===== config.mk =====
export PLATFORM = sky130hd
export DESIGN_NAME = stack_swap_operands_io_opcode_decode
export DESIGN_NICKNAME = d
export VERILOG_FILES = /design/src/inc/stack_swap_operands_io_pkg.sv /design/src/inc/exec_timer_if.sv /design/src/verilog/exec_timer.sv /design/src/verilog/stack_swap_operands_io_opcode_decode.sv
export VERILOG_INCLUDE_DIRS = /design/src /design/src/inc
export SDC_FILE = /design/constraint.sdc
export NUM_CORES = 1
export LEC_CHECK = 0
export ABC_CLOCK_PERIOD_IN_PS = 3700
export BUFFER_PORTS_ARGS = -buffer_cell sky130_fd_sc_hd__clkbuf_2
export CAP_MARGIN = 10
export CORE_ASPECT_RATIO = 1.2
export CORE_MARGIN = 3
export CORE_UTILIZATION = 60
export CTS_CLUSTER_DIAMETER = 40
export CTS_CLUSTER_SIZE = 12
export DETAILED_ROUTE_END_ITERATION = 10
export GPL_TIMING_DRIVEN = 0
export PLACE_DENSITY = 0.9
export SYNTH_ARGS = -nofsm -noshare
export SYNTH_HDL_FRONTEND = slang
export SYNTH_SLANG_ARGS = --single-unit

===== constraint.sdc =====
create_clock -name clk -period 3.7 [get_ports clk]
set_clock_uncertainty 0.2 [all_clocks]
set_input_delay 0.555 -clock clk [delete_from_list [all_inputs] [get_ports clk]]
set_output_delay 0.555 -clock clk [all_outputs]
set_load 0.02 [all_outputs]

===== src/inc/stack_swap_operands_io_consts.svh =====
// Opcode patterns and execution clock counts for the decoder slice
`ifndef STACK_SWAP_OPERANDS_IO_CONSTS_SVH
`define STACK_SWAP_OPERANDS_IO_CONSTS_SVH

// ****************************************
// Opcode patterns
// ****************************************
`define OPC_POP_REG_HI 5'h0b
`define OPC_POP_SEG_HI 3'h0
`define OPC_POP_SEG_LO 3'h7
`define OPC_RESTORE_ALL 8'h61
`define OPC_SWAP_RM_HI 7'h43
`define OPC_SWAP_ACC_HI 5'h12
`define OPC_IN_FIXED_HI 7'h72
`define OPC_LOAD_FAR_ES 8'hc4
`define OPC_STORE_HAF 8'h9e
`define SEG_FORBIDDEN 2'h1
`define MOD_REGISTER 2'h3

// ****************************************
// Execution clocks: _W is the 16-bit bus variant, _N the 8-bit one
// ****************************************
`define CYC_WIDTH 7
`define CYC_POP_REG_W 7'd10
`define CYC_POP_REG_N 7'd14
`define CYC_POP_SEG_W 7'd8
`define CYC_POP_SEG_N 7'd12
`define CYC_RESTORE_ALL_W 7'd51
`define CYC_RESTORE_ALL_N 7'd83
`define CYC_SWAP_REG 7'd4
`define CYC_SWAP_MEM 7'd17
`define CYC_SWAP_ACC 7'd3
`define CYC_IN_FIXED 7'd10
`define CYC_LOAD_FAR_W 7'd18
`define CYC_LOAD_FAR_N 7'd26
`define CYC_STORE_HAF 7'd3

`endif


===== src/inc/stack_swap_operands_io_pkg.sv =====
// Types shared by the decoder slice
package stack_swap_operands_io_pkg;

  typedef enum logic [3:0] {
    op_none,
    op_pop_reg,
    op_pop_seg,
    op_restore_all_regs,
    op_swap_operands_rm,
    op_swap_operands_acc,
    op_in_fixed,
    op_load_far_ptr_extra_seg,
    op_store_high_acc_to_flags
  } op_e;

  typedef logic [6:0] cycles_t;

endpackage : stack_swap_operands_io_pkg


===== src/inc/exec_timer_if.sv =====
// Link between the decoder and its execution clock counter
`timescale 1ns/1ps
interface exec_timer_if;
  import stack_swap_operands_io_pkg::*;
  logic load;
  cycles_t cycles;
  logic done;

  modport ctrl (output load, output cycles, input done);
  modport timer (input load, input cycles, output done);
endinterface : exec_timer_if


===== src/verilog/exec_timer.sv =====
// Execution clock counter: pulses done after the loaded number of clocks
`timescale 1ns/1ps
module exec_timer
  import stack_swap_operands_io_pkg::*;
(
  input wire logic clk,
  input wire logic srst,
  exec_timer_if.timer t
);

  cycles_t count;

  always_ff @(posedge clk) begin
    if (srst) begin
      count <= '0;
    end else if (t.load) begin
      count <= t.cycles;
    end else if (count != '0) begin
      count <= count - 7'h01;
    end
  end

  // Done lands in the cycle after the last counted clock
  always_ff @(posedge clk) begin
    if (srst || t.load) begin
      t.done <= 1'b0;
    end else begin
      t.done <= (count == 7'h01);
    end
  end

endmodule : exec_timer


===== src/verilog/stack_swap_operands_io_opcode_decode.sv =====
// Decoder and sequencer for stack restore, swap, fixed input and flag forms
//
// Behaviour
// - Byte 01011rrr restores register rrr from stack in 10 or 14 clocks.
// - Byte 000ss111 restores segment ss in 8 or 12 clocks; ss of 01 faults.
// - Byte 01100001 restores all general registers in 51 or 83 clocks.
// - Bytes 1000011w plus mod/reg/rm swap operands in 4 (reg) or 17 (mem).
// - Byte 10010rrr swaps register rrr with the accumulator in 3 clocks.
// - Bytes 1110010w plus a port byte input from that port in 10 clocks.
// - The far pointer load into ES needs mod not 11 and takes 18 or 26.
// - Storing the high accumulator byte into the flags takes 3 clocks.
`timescale 1ns/1ps
`include "stack_swap_operands_io_consts.svh"
module stack_swap_operands_io_opcode_decode
  import stack_swap_operands_io_pkg::*;
(
  input wire logic clk,
  input wire logic srst,
  input wire logic narrow_bus_strap,
  input wire logic byte_valid,
  input wire logic [7:0] byte_data,
  output logic byte_ready,
  output logic instr_valid,
  output op_e instr_op,
  output logic instr_wide,
  output logic [2:0] instr_reg,
  output logic [1:0] instr_seg,
  output logic [1:0] instr_mod,
  output logic [2:0] instr_rm,
  output logic [7:0] instr_port,
  output logic instr_fault,
  output logic busy,
  output logic instr_done
);

  // ****************************************
  // State
  // ****************************************
  typedef enum logic [1:0] {st_idle, st_operand, st_exec} state_e;

  state_e state;
  state_e next_state;
  logic narrow;
  logic strap_meta;
  logic strap_sync;
  logic [7:0] opcode;
  op_e first_op;
  op_e op_now;
  logic [7:0] opc_now;
  logic needs_second;
  logic take;
  logic last_byte;
  logic fault_now;
  cycles_t cycles_now;

  exec_timer_if tmr ();

  exec_timer exec_timer_inst (
    .clk(clk),
    .srst(srst),
    .t(tmr)
  );

  assign take = byte_valid && byte_ready;
  assign instr_done = tmr.done;

  // Strap is a board pin, so it is retimed before the latch reads it
  always_ff @(posedge clk) begin
    strap_meta <= narrow_bus_strap;
    strap_sync <= strap_meta;
  end

  // Variant is fixed while reset is held; reset must span three clocks
  // so that the retimed strap reaches the latch
  always_ff @(posedge clk) begin
    if (srst) begin
      narrow <= strap_sync;
    end
  end

  // ****************************************
  // Opcode classification
  // ****************************************
  always_comb begin
    first_op = op_none;
    needs_second = 1'b0;
    if (byte_data[7:3] == `OPC_POP_REG_HI) begin
      first_op = op_pop_reg;
    end else if (byte_data[7:5] == `OPC_POP_SEG_HI &&
                 byte_data[2:0] == `OPC_POP_SEG_LO) begin
      first_op = op_pop_seg;
    end else if (byte_data == `OPC_RESTORE_ALL) begin
      first_op = op_restore_all_regs;
    end else if (byte_data[7:1] == `OPC_SWAP_RM_HI) begin
      first_op = op_swap_operands_rm;
      needs_second = 1'b1;
    end else if (byte_data[7:3] == `OPC_SWAP_ACC_HI) begin
      first_op = op_swap_operands_acc;
    end else if (byte_data[7:1] == `OPC_IN_FIXED_HI) begin
      first_op = op_in_fixed;
      needs_second = 1'b1;
    end else if (byte_data == `OPC_LOAD_FAR_ES) begin
      first_op = op_load_far_ptr_extra_seg;
      needs_second = 1'b1;
    end else if (byte_data == `OPC_STORE_HAF) begin
      first_op = op_store_high_acc_to_flags;
    end
  end

  // Opcode and class of the instruction completing on this byte
  always_comb begin
    opc_now = byte_data;
    op_now = first_op;
    if (state == st_operand) begin
      opc_now = opcode;
      op_now = instr_op;
    end
  end

  assign last_byte = take && (state == st_operand || !needs_second);

  // ****************************************
  // Legality and clock count of the completed instruction
  // ****************************************
  always_comb begin
    fault_now = 1'b0;
    cycles_now = `CYC_SWAP_ACC;
    case (op_now)
      op_pop_reg: begin
        cycles_now = narrow ? `CYC_POP_REG_N : `CYC_POP_REG_W;
      end
      op_pop_seg: begin
        fault_now = (opc_now[4:3] == `SEG_FORBIDDEN);
        cycles_now = narrow ? `CYC_POP_SEG_N : `CYC_POP_SEG_W;
      end
      op_restore_all_regs: begin
        cycles_now = narrow ? `CYC_RESTORE_ALL_N : `CYC_RESTORE_ALL_W;
      end
      op_swap_operands_rm: begin
        // Same count on both bus variants
        cycles_now = (byte_data[7:6] == `MOD_REGISTER) ?
                     `CYC_SWAP_REG : `CYC_SWAP_MEM;
      end
      op_swap_operands_acc: begin
        cycles_now = `CYC_SWAP_ACC;
      end
      op_in_fixed: begin
        cycles_now = `CYC_IN_FIXED;
      end
      op_load_far_ptr_extra_seg: begin
        fault_now = (byte_data[7:6] == `MOD_REGISTER);
        cycles_now = narrow ? `CYC_LOAD_FAR_N : `CYC_LOAD_FAR_W;
      end
      op_store_high_acc_to_flags: begin
        cycles_now = `CYC_STORE_HAF;
      end
      op_none: begin
        // Opcodes outside this slice are refused as a fault
        fault_now = 1'b1;
      end
      default: begin
        fault_now = 1'b1;
      end
    endcase
  end

  // ****************************************
  // Sequencer
  // ****************************************
  always_comb begin
    next_state = state;
    case (state)
      st_idle: begin
        if (take) begin
          if (needs_second) begin
            next_state = st_operand;
          end else if (!fault_now) begin
            next_state = st_exec;
          end
        end
      end
      st_operand: begin
        if (take) begin
          next_state = fault_now ? st_idle : st_exec;
        end
      end
      st_exec: begin
        if (tmr.done) begin
          next_state = st_idle;
        end
      end
      default: begin
        next_state = st_idle;
      end
    endcase
  end

  always_ff @(posedge clk) begin
    if (srst) begin
      state <= st_idle;
      byte_ready <= 1'b0;
      busy <= 1'b0;
    end else begin
      state <= next_state;
      // Bytes are held off while an instruction executes
      byte_ready <= (next_state != st_exec);
      busy <= (next_state == st_exec);
    end
  end

  // Timer is started only for legal instructions
  assign tmr.load = last_byte && !fault_now;
  assign tmr.cycles = cycles_now;

  // ****************************************
  // Instruction fields
  // ****************************************
  always_ff @(posedge clk) begin
    if (srst) begin
      opcode <= 8'h00;
      instr_op <= op_none;
    end else if (take && state == st_idle) begin
      opcode <= byte_data;
      instr_op <= first_op;
    end
  end

  always_ff @(posedge clk) begin
    if (srst) begin
      instr_valid <= 1'b0;
      instr_fault <= 1'b0;
    end else begin
      instr_valid <= last_byte && !fault_now;
      instr_fault <= last_byte && fault_now;
    end
  end

  always_ff @(posedge clk) begin
    if (srst) begin
      instr_wide <= 1'b0;
      instr_reg <= 3'h0;
      instr_seg <= 2'h0;
      instr_mod <= 2'h0;
      instr_rm <= 3'h0;
      instr_port <= 8'h00;
    end else if (last_byte) begin
      instr_seg <= opc_now[4:3];
      instr_mod <= 2'h0;
      instr_rm <= 3'h0;
      instr_port <= 8'h00;
      instr_reg <= opc_now[2:0];
      // Forms without a w bit always work on words
      instr_wide <= 1'b1;
      if (op_now == op_swap_operands_rm || op_now == op_in_fixed) begin
        instr_wide <= opc_now[0];
      end
      if (op_now == op_swap_operands_rm ||
          op_now == op_load_far_ptr_extra_seg) begin
        instr_mod <= byte_data[7:6];
        instr_reg <= byte_data[5:3];
        instr_rm <= byte_data[2:0];
      end
      if (op_now == op_in_fixed) begin
        instr_port <= byte_data;
      end
    end
  end

endmodule : stack_swap_operands_io_opcode_decode

==> flow_results.org <==
** Final layout
- The filler cells instantiated in the layout total 295.
- The library cells used most frequently in the layout, excluding fill and tap cells, are nand2_1, dfxtp_1, clkbuf_2, nor2_1, a21oi_1.
- Most frequent standard cell in the layout excluding fill and tap cells :: nand2_1
- Sequential Area :: 911 sq um
- Footprint of the multi-input gates :: between 1000 and 1500 sq um
- For this run, the post-layout net count is 334.
- Antenna cell count :: 0
- More flip-flops sit in one register than any other, and that register is instr_port.
- Relative to the synthesized area, the layout overhead comes to 14.0%.
- Final std cell area, no fill :: approximately 2700 sq um
- Largest registers :: instr_port x8, exec_timer_inst.count x7, opcode x5
- Max reg flops :: 8
- Cells with a size suffix above 1 make up between 20% and 30% of the layout.

** Yosys
- Share of Yosys cell area claimed by the top area cell type :: between 30% and 40%
- In the synthesized netlist the dominant register cell turns out to be dfxtp_1.
- Fraction of registers with async set or reset after synthesis :: 0%
- Summed over all instances, the cell type with the most area after synthesis is dfxtp_1.
- Gate Count Post-Synth :: 278
- Sorting the synthesized cells by area gives the leading types as dfxtp_1, nand2_1, nor2_1.
- Number of warnings printed during yosys synthesis :: 0
- Post-synthesis sequential area ratio :: about two fifths
- Synthesis instantiated 62 different standard cells from the library.
- The number of nets handed over by synthesis was approximately 290.
- Combined area of all synthesized cells :: ~2300 sq um
- Counting flops with a built-in enable in the synthesized netlist gives 1.
- Flops & latches, synth :: 45
- Mean post-synth cell area :: between 8 and 9 sq um

** STA
- The count of final max-slew check failures came to 0.
- Setup violations remaining at the end of the flow were counted as 0.
- Top achievable clock speed :: about 350 MHz
- Worst setup slack after layout :: a little over 800 ps
- In the final timing run, aggregate negative setup slack is 0 ps.
- At the pin with the least slew margin, the transition time is 1080 ps.
- The count of endpoints failing hold in the final timing report was 0.
- Dividing the final minimum period by the clock period gives ~78%.
- Minimum period implied by the final worst setup slack :: 2890 ps
- Setup repair after global routing left no endpoint under its margin.
- Headroom to the max-slew limit came out at between 20% and 30%.

** Route
- Via total after detailed routing :: roughly 2.2k
- First-iteration detailed-routing DRC count :: 145
- Wirelength per Cell :: 15.3 um
- Post-Route WL :: between 5 and 6 mm
- After detailed routing, the number of vias per cell comes to just under 6.
- The detail route stage leaves a number of antenna-violating nets equal to 0.
- First drt pass iteration count :: 4
- After detailed routing, the number of remaining DRC violations is 0.

** Setup path
- Data required time at the worst endpoint :: between 3000 and 4000 ps
- Category of the most critical setup path :: reg2reg
- Ordered list of cells on the worst path :: buf_2 -> nor2b_1 -> clkbuf_1 -> nor4_1 -> a21oi_1 -> a21oi_1 -> or3_4 -> buf_6 -> a32o_1
- Data on the critical path arrives at its endpoint at 2870 ps.
- Tracing the worst setup path back leads to its startpoint at state[0]$_SDFF_PP0_.
- Critical Path Max Stage Delay :: 430 ps
- Reg2Reg Launch Point :: state[0]$_SDFF_PP0_
- Sort of element at the start of the critical path :: flip-flop
- Of all nets on the critical path, the largest fanout is 10.
- STA classifies the critical path endpoint as a flip-flop.
- Most prevalent standard cell on the critical path :: a21oi_1
- On the critical path, the stage with the largest delay is an instance of a21oi_1.

** Die
- DIE WIDTH :: 62.9 um
- Die Outline Area :: approximately 4700 sq um
- The core region is 3690 sq um.
- Row generation in the floorplan step produced 24 rows.
- Initial Util :: roughly 63%
- Top-level I/O count :: 40
- The floorplan step set the die height to 74.3 um.

** GRT
- Entering global routing, the biggest net connects 15 pins.
- Remaining global-route overflow :: 0
- In the global route stage, met2 resource usage came out at around 46%.
- Global routing used approximately a quarter of the available tracks.
- The layer flagged by global routing as most heavily used is met2.
- First-pass GRT wire length :: between 9 and 10 mm
- Met1 GRT Util :: a little under a third
- The number of antenna violations at the first check in global routing is 0.
- Global routing consumed, on the met3 layer, 4.08% of the routing resources.
- Via count of the first global-routing pass :: ~2k

** CTS
- Clock-pin slew was measured on the worst setup and hold paths at approximately 80 ps.
- Resized cells post-CTS :: 0
- In this run the deepest clock path goes through 2 buffers.
- Clock buffer count from CTS :: 5
- In this run the clock root is driven by a clkbuf_8.
- Post-CTS Hold Fix Bufs :: 0
- TritonCTS built the clock tree.
- Count of clock tree sinks :: 45
- The clock tree synthesis step divided the H-tree into 2 levels.
- Latest clock arrival within the worst-skew pair :: about 300 ps
- Once the clock tree was built, the setup fixing pass inserted 0 buffers.

** Placed design
- # port buffers :: 35
- Setup slack at placement :: between 600 and 700 ps
- Placed Area :: 2570 sq um
- Half-perimeter wire length after detailed placement :: between 4 and 5 mm
- Routability Congestion :: 0.940

** Run
- Across the run, the number of max-cap violations was 0.

** Power and ir drop
- Power density cells :: between 400 and 500 nW/um^2
- Worst IR Drop VDD :: around 0.27 mV
- The analysis attributes to cell leakage a power of between 1 and 1.5 nW.

** Worst hold path
- The worst hold path begins at strap_meta$_DFF_P_.
- Path class of the lowest-slack min-delay path :: reg2reg

** Outcome
- The flow ran to the end, and the final reports show no timing, DRC or antenna violations.
==> stage by stage <==
stage / instances / utilization [%] / power [W] / hold WS (ps)
2_1_floorplan: 278 / - / 0.000837 / 110
3_3_place_gp: 365 / 69.7 / 0.000897 / 110
3_5_place_dp: 365 / 69.7 / 0.000919 / 116
4_1_cts: 373 / 72.1 / 0.00121 / 136
5_1_grt: 373 / 72.1 / 0.00128 / 140
6_report: 373 / 72.1 / 0.00120 / 133
==> worst max-delay path, delay by kind of cell (launching register included) <==
kind	cells	cell delay, ps
AO/OA/AOI/OAI	3	780
flip-flops	1	310
buffers and inverters	3	700
AND/OR/NAND/NOR	3	780
==> metal layers <==
layer	share of wire, %	routed length, um
met2	52	2940
met1	39	2240
met4	2.2	128
met5	0	0
met3	6.8	386
==> cell usage after synthesis, drive strengths merged, types with 2 or more instances <==
cell type,number
nor2b,2
xnor2,5
a22oi,8
o22ai,3
a21o,4
nor3b,2
o31ai,3
nand3b,3
o21ai,3
dfxtp,44
or4b,2
nand2b,5
and4,2
buf,8
nor2,29
mux2i,8
a31oi,4
o41ai,3
ha,2
or3,4
clkbuf,12
nand4,3
nor4b,2
nor3,11
and2,3
a211oi,2
a311oi,3
inv,3
nand2,46
or4,2
nor4,2
xor2,2
a21oi,19
nand3,8
==> layout make-up <==
type / count / area share (%)
Buffer: 20 / 3.71
Clock buffer: 6 / 2.73
Clock inverter: 2 / 0.517
Inverter: 3 / 0.423
Multi-Input combinational cell: 210 / 49.4
Sequential cell: 45 / 34.2
Tap cell: 52 / 2.44
Timing Repair Buffer: 35 / 6.58
==> kinds of logic (layout without fill, tap and decap cells) <==
logic type               count (synthesis)  after routing  share of synthesized area (%)
XOR/XNOR                                 7              7                           2.63
multiplexers                             9              9                           3.91
AO/OA/AOI/OAI                           60             60                           19.2
flip-flops                              45             45                           39.0
adder cells (fa/ha/maj)                  2              2                           1.07
buffers and inverters                   23             66                           4.72
AND/OR/NAND/NOR                        132            132                           29.4
==> report_power, final <==
group / switching, W / internal (W) / total [W]
sequential: 0.0000352 / 0.000536 / 0.000571
combinational: 0.000191 / 0.000144 / 0.000335
clock: 0.000164 / 0.000134 / 0.000297
total: 0.000390 / 0.000813 / 0.00120
==> worst paths after layout <==
path / cells past startpoint / slack, ps / end
setup / recovery: 9 / 810 / exec_timer_inst.count[1]$_SDFFE_PP0P_
hold / removal: 0 / 130 / strap_sync$_DFF_P_
setup reg to reg: 9 / 810 / exec_timer_inst.count[1]$_SDFFE_PP0P_
hold reg to reg: 0 / 130 / strap_sync$_DFF_P_
(Power assumes the default switching activity.)
